$ cat config.mk
export PLATFORM = sky130hd
export DESIGN_NAME = mcfg_top
export DESIGN_NICKNAME = d
export VERILOG_FILES = /design/src/design/mcfg_pkg.sv /design/src/design/mcfg_ramp.sv /design/src/design/mcfg_chan_seq.sv /design/src/design/mcfg_top.sv
export SDC_FILE = /design/constraint.sdc
export NUM_CORES = 1
export LEC_CHECK = 0
export ABC_CLOCK_PERIOD_IN_PS = 3700
export BUFFER_PORTS_ARGS = -buffer_cell sky130_fd_sc_hd__buf_2
export CORE_MARGIN = 2
export CORE_UTILIZATION = 25
export CTS_BUF_LIST = sky130_fd_sc_hd__clkbuf_4
export CTS_CLUSTER_SIZE = 25
export DETAILED_ROUTE_END_ITERATION = 12
export PLACE_DENSITY_LB_ADDON = 0.2
export SYNTH_ARGS = -nofsm -noshare
export SYNTH_HDL_FRONTEND = slang
export SYNTH_HIERARCHICAL = 1
export SYNTH_SLANG_ARGS = --single-unit
$ cat constraint.sdc
create_clock -name mclk_i -period 3.7 [get_ports mclk_i]
set_clock_uncertainty 0.15 [all_clocks]
set_input_delay 0.185 -clock mclk_i [delete_from_list [all_inputs] [get_ports mclk_i]]
set_output_delay 0.185 -clock mclk_i [all_outputs]
set_load 0.02 [all_outputs]
$ cat src/design/mcfg_pkg.sv
// Purpose: Shared constants of the monitor configuration register group.
// Assumes: Register indices are word indices on the Avalon-MM slave.
// Notes: Ramp slot timing derives from the 25 MHz clock.
package mcfg_pkg;
  // Register word indices.
  localparam logic [7:0] CONV_CTRL_IDX = 8'h16;
  localparam logic [7:0] DIV_A_IDX = 8'h18;
  localparam logic [7:0] DIV_B_IDX = 8'h19;
  localparam logic [7:0] RAMP_CTRL_IDX = 8'h1a;
  localparam logic [7:0] GRP_CTRL_IDX = 8'h40;
  localparam logic [7:0] GRP_STAT_IDX = 8'h41;

  // Power-on values.
  localparam logic [7:0] CONV_CTRL_RST = 8'h00;
  localparam logic [7:0] DIV_A_RST = 8'hff;
  localparam logic [7:0] DIV_B_RST = 8'h37;
  localparam logic [7:0] RAMP_CTRL_RST = 8'h00;

  // Field positions of the conversion channel control register.
  localparam int AUX_A_BIT = 0;
  localparam int AUX_B_BIT = 1;
  localparam int SINGLE_BIT = 2;
  localparam int CH_SEL_LSB = 3;
  localparam int CH_SEL_W = 5;

  // Channel codes named in the select field.
  localparam logic [4:0] CH_PIN26 = 5'h00;
  localparam logic [4:0] CH_REMOTE1 = 5'h01;
  localparam logic [4:0] CH_V3P3 = 5'h08;
  localparam logic [4:0] CH_V1P5_A = 5'h10;
  localparam logic [4:0] CH_V1P5_B = 5'h11;
  localparam logic [4:0] CH_LAST = CH_V1P5_B;

  // Divider register layout; bit 0 of the first register is fixed.
  localparam logic DIV_A_FIXED_BIT = 1'b1;
  localparam logic [7:0] DIV_B_PIN_MASK = 8'h37;

  // Fan ramp control layout.
  localparam int RAMP_EN_LSB = 0;
  localparam int RATE1_LSB = 2;
  localparam int RATE2_LSB = 5;
  localparam int RATE_W = 3;
  localparam int NUM_RAMP = 2;

  // Duty increase per slot for each rate code.
  localparam logic [7:0] RAMP_STEP [8] = '{8'h01, 8'h02, 8'h03, 8'h05,
                                           8'h08, 8'h0c, 8'h18, 8'h30};

  // Group control register bits.
  localparam int LOCK_BIT = 0;
  localparam int SOFT_RST_BIT = 1;
  localparam int VIOL_CLR_BIT = 2;
  // Group status register fields.
  localparam int STAT_CH_LSB = 0;
  localparam int STAT_DUTY1_LSB = 8;
  localparam int STAT_DUTY2_LSB = 16;
  localparam int STAT_LOCK_BIT = 24;
  localparam int STAT_VIOL_BIT = 25;

  // Ramp slot timing.
  localparam int unsigned CLK_HZ = 25_000_000;
  localparam int unsigned RAMP_SLOT_US = 205_000;
  localparam int unsigned RAMP_SLOT_CYC = (RAMP_SLOT_US / 1000) * (CLK_HZ / 1000);
endpackage

$ cat src/design/mcfg_ramp.sv
// Purpose: Gradual duty ramp for one fan drive output.
// Assumes: slot_tick_i is a one-cycle pulse per time slot.
// Notes: With the ramp off the duty follows the target at once.
`timescale 1ns/1ps
module mcfg_ramp (
  // Clock and reset.
  input wire logic mclk_i,
  input wire logic rst_n_i,
  // Control.
  input wire logic enable_i,
  input wire logic [2:0] rate_i,
  input wire logic slot_tick_i,
  input wire logic [7:0] target_i,
  // Result.
  output logic [7:0] duty_o
);
  logic [7:0] duty_r;
  logic [7:0] duty_nxt;
  wire [7:0] step_w = mcfg_pkg::RAMP_STEP[rate_i];
  wire up_w = target_i > duty_r;
  wire [7:0] gap_w = up_w ? 8'(target_i - duty_r) : 8'(duty_r - target_i);

  always_comb begin
    duty_nxt = duty_r;
    if (!enable_i) begin
      duty_nxt = target_i;
    end else if (slot_tick_i && gap_w != 8'h00) begin
      if (gap_w <= step_w) begin
        duty_nxt = target_i;
      end else if (up_w) begin
        duty_nxt = 8'(duty_r + step_w);
      end else begin
        duty_nxt = 8'(duty_r - step_w);
      end
    end
  end

  always_ff @(posedge mclk_i or negedge rst_n_i) begin
    if (!rst_n_i) begin
      duty_r <= 8'h00;
    end else begin
      duty_r <= duty_nxt;
    end
  end

  assign duty_o = duty_r;
endmodule

$ cat src/design/mcfg_chan_seq.sv
// Purpose: Picks the channel the converter measures next.
// Assumes: conv_done_i pulses once when a conversion ends.
// Notes: Round-robin walks codes 0x00 to the last listed code.
`timescale 1ns/1ps
module mcfg_chan_seq (
  // Clock and reset.
  input wire logic mclk_i,
  input wire logic rst_n_i,
  // Control.
  input wire logic single_i,
  input wire logic [4:0] sel_i,
  input wire logic conv_done_i,
  // Result.
  output logic [4:0] chan_o
);
  logic [4:0] chan_r;
  wire [4:0] next_rr_w = (chan_r >= mcfg_pkg::CH_LAST) ? mcfg_pkg::CH_PIN26 : 5'(chan_r + 5'h01);

  always_ff @(posedge mclk_i or negedge rst_n_i) begin
    if (!rst_n_i) begin
      chan_r <= mcfg_pkg::CH_PIN26;
    end else if (single_i) begin
      chan_r <= sel_i;
    end else if (conv_done_i) begin
      chan_r <= next_rr_w;
    end
  end

  assign chan_o = chan_r;
endmodule

$ cat src/design/mcfg_top.sv
// Purpose: Configuration register group of a system monitor on Avalon-MM.
// Assumes: Word-addressed slave; each register except the status word in lane 0 of its word.
// Notes: Every access takes one wait cycle before completing.
// Functional notes
// - Bit 0 of channel control enables aux output on general pin 5; off at reset.
// - Bit 1 of channel control enables aux output on general pin 6; off at reset.
// - Bit 2 set forces conversions onto one fixed channel; resets to 0.
// - The fixed channel is the one in the channel select field.
// - Select field bits 7:3 encode the channel; 00000 selects pin 26 by default.
// - Clearing bits 1..7 of divider register A removes that pin's divider; reset all on.
// - Bit 0 of divider register A is reserved and read-only.
// - Clearing bits 0,1,2,4,5 of divider register B removes that divider; reset on.
// - Bits 3, 7 and 6 of divider register B are writable storage resetting to 0.
// - The four configuration registers are lockable and return to defaults on software reset; the lock bit holds until power-on reset.
// - Fan ramp register bits 0 and 1 enable ramping for fan drives 1 and 2.
// - Bits 4:2 select fan 1 step: 1,2,3,5,8,12,24,48; reset 000.
// - Bits 7:5 select fan 2 step with the same encoding; reset 000.
// - Rates give 33 to 100 percent in about 35 s down to 0.8 s.
`timescale 1ns/1ps
module mcfg_top #(
  parameter int unsigned SLOT_CYCLES = mcfg_pkg::RAMP_SLOT_CYC
) (
  // Clock and reset.
  input wire logic mclk_i,
  input wire logic rst_n_i,
  // Avalon-MM slave.
  input wire logic [7:0] avs_address_i,
  input wire logic avs_read_i,
  input wire logic avs_write_i,
  input wire logic [3:0] avs_byteenable_i,
  input wire logic [31:0] avs_writedata_i,
  output logic [31:0] avs_readdata_o,
  output logic avs_waitrequest_o,
  // Converter interface.
  input wire logic conv_done_i,
  output logic [4:0] conv_channel_o,
  output logic single_channel_o,
  // Pin functions.
  output logic aux_output_enable_a_o,
  output logic aux_output_enable_b_o,
  output logic [6:0] divider_enable_a_o,
  output logic [7:0] divider_enable_b_o,
  // Fan drives.
  input wire logic [7:0] fan_drive_1_target_i,
  input wire logic [7:0] fan_drive_2_target_i,
  output logic [7:0] fan_drive_1_duty_o,
  output logic [7:0] fan_drive_2_duty_o
);
  // Register storage.
  logic [7:0] conv_ctrl_r;
  logic [7:1] div_a_r;
  logic [7:0] div_b_r;
  logic [7:0] ramp_ctrl_r;
  logic lock_r;
  logic viol_r;
  logic aux_a_r;
  logic aux_b_r;
  logic single_r;

  // Bus handshake state.
  logic wait_r;
  logic wait_nxt;
  logic [31:0] rdata_r;

  // Ramp slot timer.
  logic [31:0] slot_cnt_r;
  logic slot_tick_r;

  // Address decode.
  wire hit_conv_w = avs_address_i == mcfg_pkg::CONV_CTRL_IDX;
  wire hit_div_a_w = avs_address_i == mcfg_pkg::DIV_A_IDX;
  wire hit_div_b_w = avs_address_i == mcfg_pkg::DIV_B_IDX;
  wire hit_ramp_w = avs_address_i == mcfg_pkg::RAMP_CTRL_IDX;
  wire hit_gctl_w = avs_address_i == mcfg_pkg::GRP_CTRL_IDX;
  wire hit_stat_w = avs_address_i == mcfg_pkg::GRP_STAT_IDX;
  wire hit_cfg_w = hit_conv_w | hit_div_a_w | hit_div_b_w | hit_ramp_w;

  // A request is answered one cycle after it is first seen.
  wire req_w = avs_read_i | avs_write_i;
  wire commit_w = avs_write_i & ~wait_r & avs_byteenable_i[0];
  wire cfg_wr_w = commit_w & ~lock_r;
  wire [7:0] wd_w = avs_writedata_i[7:0];

  // Group control actions.
  wire gctl_wr_w = commit_w & hit_gctl_w;
  wire soft_rst_w = gctl_wr_w & wd_w[mcfg_pkg::SOFT_RST_BIT];
  wire lock_set_w = gctl_wr_w & wd_w[mcfg_pkg::LOCK_BIT];
  wire viol_set_w = commit_w & lock_r & hit_cfg_w;
  wire viol_clr_w = gctl_wr_w & wd_w[mcfg_pkg::VIOL_CLR_BIT];

  // Per-register write strobes.
  wire wr_conv_w = cfg_wr_w & hit_conv_w;
  wire wr_div_a_w = cfg_wr_w & hit_div_a_w;
  wire wr_div_b_w = cfg_wr_w & hit_div_b_w;
  wire wr_ramp_w = cfg_wr_w & hit_ramp_w;

  // Next values of the configuration registers.
  wire [7:0] conv_nxt_w = soft_rst_w ? mcfg_pkg::CONV_CTRL_RST :
                          wr_conv_w ? wd_w : conv_ctrl_r;
  wire [7:1] div_a_nxt_w = soft_rst_w ? mcfg_pkg::DIV_A_RST[7:1] :
                           wr_div_a_w ? wd_w[7:1] : div_a_r;
  wire [7:0] div_b_nxt_w = soft_rst_w ? mcfg_pkg::DIV_B_RST :
                           wr_div_b_w ? wd_w : div_b_r;
  wire [7:0] ramp_nxt_w = soft_rst_w ? mcfg_pkg::RAMP_CTRL_RST :
                          wr_ramp_w ? wd_w : ramp_ctrl_r;

  // Fields of the configuration registers.
  wire [4:0] ch_sel_w = conv_ctrl_r[mcfg_pkg::CH_SEL_LSB +: mcfg_pkg::CH_SEL_W];
  wire [1:0] ramp_en_w = ramp_ctrl_r[mcfg_pkg::RAMP_EN_LSB +: mcfg_pkg::NUM_RAMP];
  wire [2:0] rate_w [mcfg_pkg::NUM_RAMP];
  assign rate_w[0] = ramp_ctrl_r[mcfg_pkg::RATE1_LSB +: mcfg_pkg::RATE_W];
  assign rate_w[1] = ramp_ctrl_r[mcfg_pkg::RATE2_LSB +: mcfg_pkg::RATE_W];

  // Fan targets and results as arrays for the ramp loop.
  wire [7:0] target_w [mcfg_pkg::NUM_RAMP];
  wire [7:0] duty_w [mcfg_pkg::NUM_RAMP];
  assign target_w[0] = fan_drive_1_target_i;
  assign target_w[1] = fan_drive_2_target_i;

  // Status word shows live channel, duties, lock and violation.
  wire [4:0] chan_w;
  wire [31:0] stat_w = (32'(chan_w) << mcfg_pkg::STAT_CH_LSB) |
                       (32'(duty_w[0]) << mcfg_pkg::STAT_DUTY1_LSB) |
                       (32'(duty_w[1]) << mcfg_pkg::STAT_DUTY2_LSB) |
                       (32'(lock_r) << mcfg_pkg::STAT_LOCK_BIT) |
                       (32'(viol_r) << mcfg_pkg::STAT_VIOL_BIT);

  // Read selection; unmapped words read as zero.
  wire [7:0] div_a_rd_w = {div_a_r, mcfg_pkg::DIV_A_FIXED_BIT};
  wire [31:0] gctl_rd_w = 32'(lock_r) << mcfg_pkg::LOCK_BIT;
  wire [31:0] rd_mux_w = hit_conv_w ? {24'h000000, conv_ctrl_r} :
                         hit_div_a_w ? {24'h000000, div_a_rd_w} :
                         hit_div_b_w ? {24'h000000, div_b_r} :
                         hit_ramp_w ? {24'h000000, ramp_ctrl_r} :
                         hit_gctl_w ? gctl_rd_w :
                         hit_stat_w ? stat_w : 32'h00000000;

  // The slot timer wraps once per ramp slot.
  wire slot_end_w = slot_cnt_r >= 32'(SLOT_CYCLES - 1);
  wire [31:0] slot_cnt_nxt_w = slot_end_w ? 32'h00000000 : 32'(slot_cnt_r + 32'h00000001);

  always_comb begin
    wait_nxt = 1'b1;
    if (req_w && wait_r) begin
      wait_nxt = 1'b0;
    end
  end

  // Bus handshake and read data.
  always_ff @(posedge mclk_i or negedge rst_n_i) begin
    if (!rst_n_i) begin
      wait_r <= 1'b1;
      rdata_r <= 32'h00000000;
    end else begin
      wait_r <= wait_nxt;
      if (avs_read_i && wait_r) begin
        rdata_r <= rd_mux_w;
      end
    end
  end

  // Configuration registers with software reset.
  always_ff @(posedge mclk_i or negedge rst_n_i) begin
    if (!rst_n_i) begin
      conv_ctrl_r <= mcfg_pkg::CONV_CTRL_RST;
      div_a_r <= mcfg_pkg::DIV_A_RST[7:1];
      div_b_r <= mcfg_pkg::DIV_B_RST;
      ramp_ctrl_r <= mcfg_pkg::RAMP_CTRL_RST;
    end else begin
      conv_ctrl_r <= conv_nxt_w;
      div_a_r <= div_a_nxt_w;
      div_b_r <= div_b_nxt_w;
      ramp_ctrl_r <= ramp_nxt_w;
    end
  end

  // Lock holds until power-on reset; violation flag set wins over clear.
  always_ff @(posedge mclk_i or negedge rst_n_i) begin
    if (!rst_n_i) begin
      lock_r <= 1'b0;
      viol_r <= 1'b0;
    end else begin
      lock_r <= lock_r | lock_set_w;
      viol_r <= viol_set_w | (viol_r & ~viol_clr_w);
    end
  end

  // Pin function outputs follow their control bits.
  always_ff @(posedge mclk_i or negedge rst_n_i) begin
    if (!rst_n_i) begin
      aux_a_r <= 1'b0;
      aux_b_r <= 1'b0;
      single_r <= 1'b0;
    end else begin
      aux_a_r <= conv_ctrl_r[mcfg_pkg::AUX_A_BIT];
      aux_b_r <= conv_ctrl_r[mcfg_pkg::AUX_B_BIT];
      single_r <= conv_ctrl_r[mcfg_pkg::SINGLE_BIT];
    end
  end

  // Ramp slot timer.
  always_ff @(posedge mclk_i or negedge rst_n_i) begin
    if (!rst_n_i) begin
      slot_cnt_r <= 32'h00000000;
      slot_tick_r <= 1'b0;
    end else begin
      slot_cnt_r <= slot_cnt_nxt_w;
      slot_tick_r <= slot_end_w;
    end
  end

  // Channel sequencer.
  mcfg_chan_seq u_seq (
    .mclk_i(mclk_i),
    .rst_n_i(rst_n_i),
    .single_i(single_r),
    .sel_i(ch_sel_w),
    .conv_done_i(conv_done_i),
    .chan_o(chan_w)
  );

  // One ramp engine per fan drive.
  genvar gi;
  generate
    for (gi = 0; gi < mcfg_pkg::NUM_RAMP; gi++) begin : g_ramp
      mcfg_ramp u_ramp (
        .mclk_i(mclk_i),
        .rst_n_i(rst_n_i),
        .enable_i(ramp_en_w[gi]),
        .rate_i(rate_w[gi]),
        .slot_tick_i(slot_tick_r),
        .target_i(target_w[gi]),
        .duty_o(duty_w[gi])
      );
    end
  endgenerate

  // Outputs.
  assign avs_waitrequest_o = wait_r;
  assign avs_readdata_o = rdata_r;
  assign conv_channel_o = chan_w;
  assign single_channel_o = single_r;
  assign aux_output_enable_a_o = aux_a_r;
  assign aux_output_enable_b_o = aux_b_r;
  assign divider_enable_a_o = div_a_r;
  assign divider_enable_b_o = div_b_r;
  assign fan_drive_1_duty_o = duty_w[0];
  assign fan_drive_2_duty_o = duty_w[1];
endmodule

==> results.py <==
metrics = {
    "worst_setup_path": {
        "rr_startpoint": "g_ramp[0].u_ramp/duty_o[0]$_DFFE_PN0P_",
        "r2r_end": "g_ramp[0].u_ramp/duty_o[7]$_DFFE_PN0P_",
        "critPathMaxStageDelay_ns": 0.55,
        "cp-start-kind": "primary input",
        "slowest_stage": "dlygate4sd3_1",
        "worst_ep_required_time_ns": 3.98,
        "r2r_slack_ns": 0.10,
        "critical_path.max_fanout": 8,
        "worst-r2r-cell-count": 18,
        "end_kind": "flop",
        "setup.worst_path.class": "primary input to flop",
        "critical_path.cell_chain": "dlygate4sd3_1, buf_2, inv_1, ha_4, inv_2, fa_2, nand3_4, a21oi_4, o21a_4, buf_8, nor2_2, a21oi_2, ha_1, nor2b_2, o2111ai_2, nand3_2, o41ai_2, xor2_1, nand2_1, mux2i_1, a221oi_2",
        "worst_ep_arrival_time_ns": 3.93,
    },
    "synthesis": {
        "synth_ff_type": "dfrtp_1",
        "synth_mux_area_frac": 0.07768,
        "synth_fa_ha_area_frac": 0.1112,
        "synth-seq-cells": 117,
        "yosysTopAreaCell": "dfrtp_1",
        "netlist_area_mm2": 0.008392,
        "synth_top_family_by_area": "compound AO/OA/AOI/OAI gates",
        "synth_xor_xnor_area_share": 0.03966,
        "synth_compound_area_frac": 0.1792,
        "synthArstFlopShare": 1.000,
        "yosys.area_share.simple": 0.1785,
        "synth_most_common_cell": "dfrtp_1",
        "synth-edff-count": 0,
        "synth.area.top_cells": "dfrtp_1 31%, ha_1 9.7%, mux2i_1 6.9%",
        "yosysWarnings": 6,
        "syn_avg_cell_area_um2": 9.472,
        "synth.distinct_cells": 85,
        "synth_commonest_cells": "104 x dfrtp_1, 78 x nand2_1, 66 x inv_1",
        "synth_top_area_frac": 0.3101,
        "syn_inst": 886,
        "yosysSeqAreaShare": 0.3508,
    },
    "power_and_ir_drop": {
        "leakage_nw": 5.012,
        "power_mw": 3.547,
        "power_density_mw_per_mm2": 322.0,
        "ir_drop_v": 0.0001623,
    },
    "finish": {
        "design_area_mm2": 0.01101,
        "drive_gt1_frac": 0.2936,
        "synthToLayoutAreaGrowth_pct": 31.25,
        "nNetsFinal": 1230,
    },
    "cts": {
        "clock_sinks": 117,
        "cts_tree": "yes",
        "cts_buffer_depth": 2,
        "clock_latency_ns": 0.54,
        "cts-root-buf": "clkbuf_4",
        "htree_levels": 4,
        "numCtsBuffers": 17,
        "clk_pin_slew_ns": 0.15,
    },
    "global_routing": {
        "antenna_found_initial": 1,
        "grt_usage": 0.1438,
        "grt_pass1_wl_um": 40050,
        "grt_overflow": 0,
        "grt_pass1_vias": 7185,
        "grt_max_degree": 118,
    },
    "floorplanning": {
        "die_w_um": 187.2,
        "ioPinCount": 137,
        "core_area_mm2": 0.03328,
        "start_util": 0.2522,
        "rows": 67,
        "die_h_um": 187.2,
        "die_area_mm2": 0.03505,
    },
    "route": {
        "vias": 7380,
        "drtIter0Drc": 405,
        "antenna_left": 0,
        "drc": 0,
        "routed_wl_um": 25400,
        "post_drt_via_cell_ratio": 4.743,
        "drtPass1Iterations": 5,
        "routedWlPerCell_um": 16.33,
    },
    "place": {
        "postPlaceCellArea_mm2": 0.009886,
        "port_buffers": 103,
        "gp_congestion": 0.7801,
        "hpwl_um": 18630,
    },
    "timing": {
        "maxSlewViolCount": 0,
        "hold_viol": 0,
        "final_min_period_over_clock_period": 0.9880,
        "whs_ns": 0.08978,
        "max_slew.worst_pin.slew_ns": 0.9704,
        "slew_headroom": 0.3530,
        "fmax_ghz": 0.2736,
        "rsz0062_at_grt": "yes",
        "finalSetupViolCount": 0,
        "timing.final.crit_period_ns": 3.656,
    },
    "flow_run": {
        "cap_violations": 0,
    },
    "worst_hold_path": {
        "hold_class": "primary input to async pin",
    },
    "outcome": {
        "outcome": "finished clean",
    },
}
power breakdown:
| part | switching (mW) | internal [mW] | leakage (nW) |
|---|---|---|---|
| clock network | 0.665 | 0.310 | 0.153 |
| logic | 0.629 | 0.530 | 3.36 |
| registers | 0.0794 | 1.33 | 1.50 |
registers in the layout, summed over array words and instances (netlist names):
register and count:
viol_r 1, avs_waitrequest_o 1, slot_cnt_r 32, single_channel_o 1
slot_tick_r 1, aux_output_enable_b_o 1, aux_output_enable_a_o 1, ramp_ctrl_r 8
avs_readdata_o 26, divider_enable_b_o 8, g_ramp.u_ramp/duty_o 16, u_seq/chan_o 5
divider_enable_a_o 7, conv_ctrl_r 8, lock_r 1
metrics by stage:
step	instances	worst slack, ns	TNS, ns	util
after floorplan	900	-0.002196	-0.002196	-
after global placement	1476	-0.09630	-0.1170	0.2970
after detailed placement	1476	-0.1225	-0.3238	0.2970
after CTS	1552	0.0005072	0	0.3201
after global routing	1556	-0.08742	-0.4225	0.3310
final	1556	0.04448	0	0.3310
kinds of logic after synthesis:
logic type	Yosys count
mux	64
fa+ha+maj	71
simple gates	279
other cells	1
flops	117
xor+xnor	35
buf+inv	112
compound gates	207
critical path, delay by kind of cell:
family	cells	cell delay, ns
multiplexers	1	0.18
AND/OR/NAND/NOR	5	0.56
buffers and inverters	5	0.97
XOR/XNOR	1	0.23
adder cells (fa/ha/maj)	3	0.82
AO/OA/AOI/OAI	6	0.98
metal layers:
layer  vias to the layer above  part of all wire  GRT usage
met5                         -                 0          0
met3                        16             0.027    0.02402
met1                      3604              0.49     0.1994
li1                       3638                 -          -
met4                         0             0.012    0.03449
met2                       122              0.47     0.2332
cells in the final DEF, fill, tap and decap left out, types with 13 or more instances in the layout:
master | synthesis | routed
buf_2 | 8 | 102
dfrtp_1 | 104 | 93
nand2_1 | 78 | 78
buf_4 | 8 | 71
inv_1 | 66 | 63
mux2i_1 | 58 | 57
ha_1 | 65 | 49
dlygate4sd3_1 | 0 | 42
nand3_1 | 41 | 37
a21oi_1 | 44 | 36
nor2_1 | 36 | 34
nor3_1 | 25 | 25
xnor2_1 | 20 | 20
o21ai_0 | 20 | 19
a22o_1 | 18 | 18
a211oi_1 | 20 | 17
clkbuf_4 | 0 | 17
nand4_1 | 16 | 16
conb_1 | 1 | 15
ha_4 | 0 | 15
a21o_1 | 14 | 14
xor2_1 | 13 | 13
dfstp_2 | 13 | 13
worst max-delay path by stage:
stage	slack (ns)	to	from
2_1_floorplan	-0.002	g_ramp[0].u_ramp/duty_o[7]$_DFFE_PN0P_	g_ramp[0].u_ramp/duty_o[3]$_DFFE_PN0P_
3_3_place_gp	-0.1	g_ramp[0].u_ramp/duty_o[0]$_DFFE_PN0P_	fan_drive_1_target_i[0]
3_5_place_dp	-0.12	g_ramp[0].u_ramp/duty_o[0]$_DFFE_PN0P_	fan_drive_1_target_i[0]
4_1_cts	0.0005	g_ramp[1].u_ramp/duty_o[7]$_DFFE_PN0P_	g_ramp[1].u_ramp/duty_o[0]$_DFFE_PN0P_
5_1_grt	-0.09	g_ramp[0].u_ramp/duty_o[7]$_DFFE_PN0P_	g_ramp[0].u_ramp/duty_o[0]$_DFFE_PN0P_
6_report	0.04	g_ramp[0].u_ramp/duty_o[7]$_DFFE_PN0P_	fan_drive_1_target_i[0]
final cells by class:
class | instances | area, µm²
Fill cell | 3478 | 22270
Multi-Input combinational cell | 671 | 5401
Sequential cell | 117 | 2958
Inverter | 66 | 247.7
Timing Repair Buffer | 221 | 1562
Clock inverter | 15 | 155.1
Antenna cell | 1 | 2.502
Tap cell | 448 | 560.5
Clock buffer | 17 | 127.6
timing repair:
item / CTS / global route
endpoints found under the setup margin: 8 / 16
setup buffers: 2 / 3
pin swaps: 3 / 31
hold buffers: 42 / 0
resized for setup: 12 / 57
endpoints found under the hold margin: 174 / 0
(Power assumes the default switching activity.)
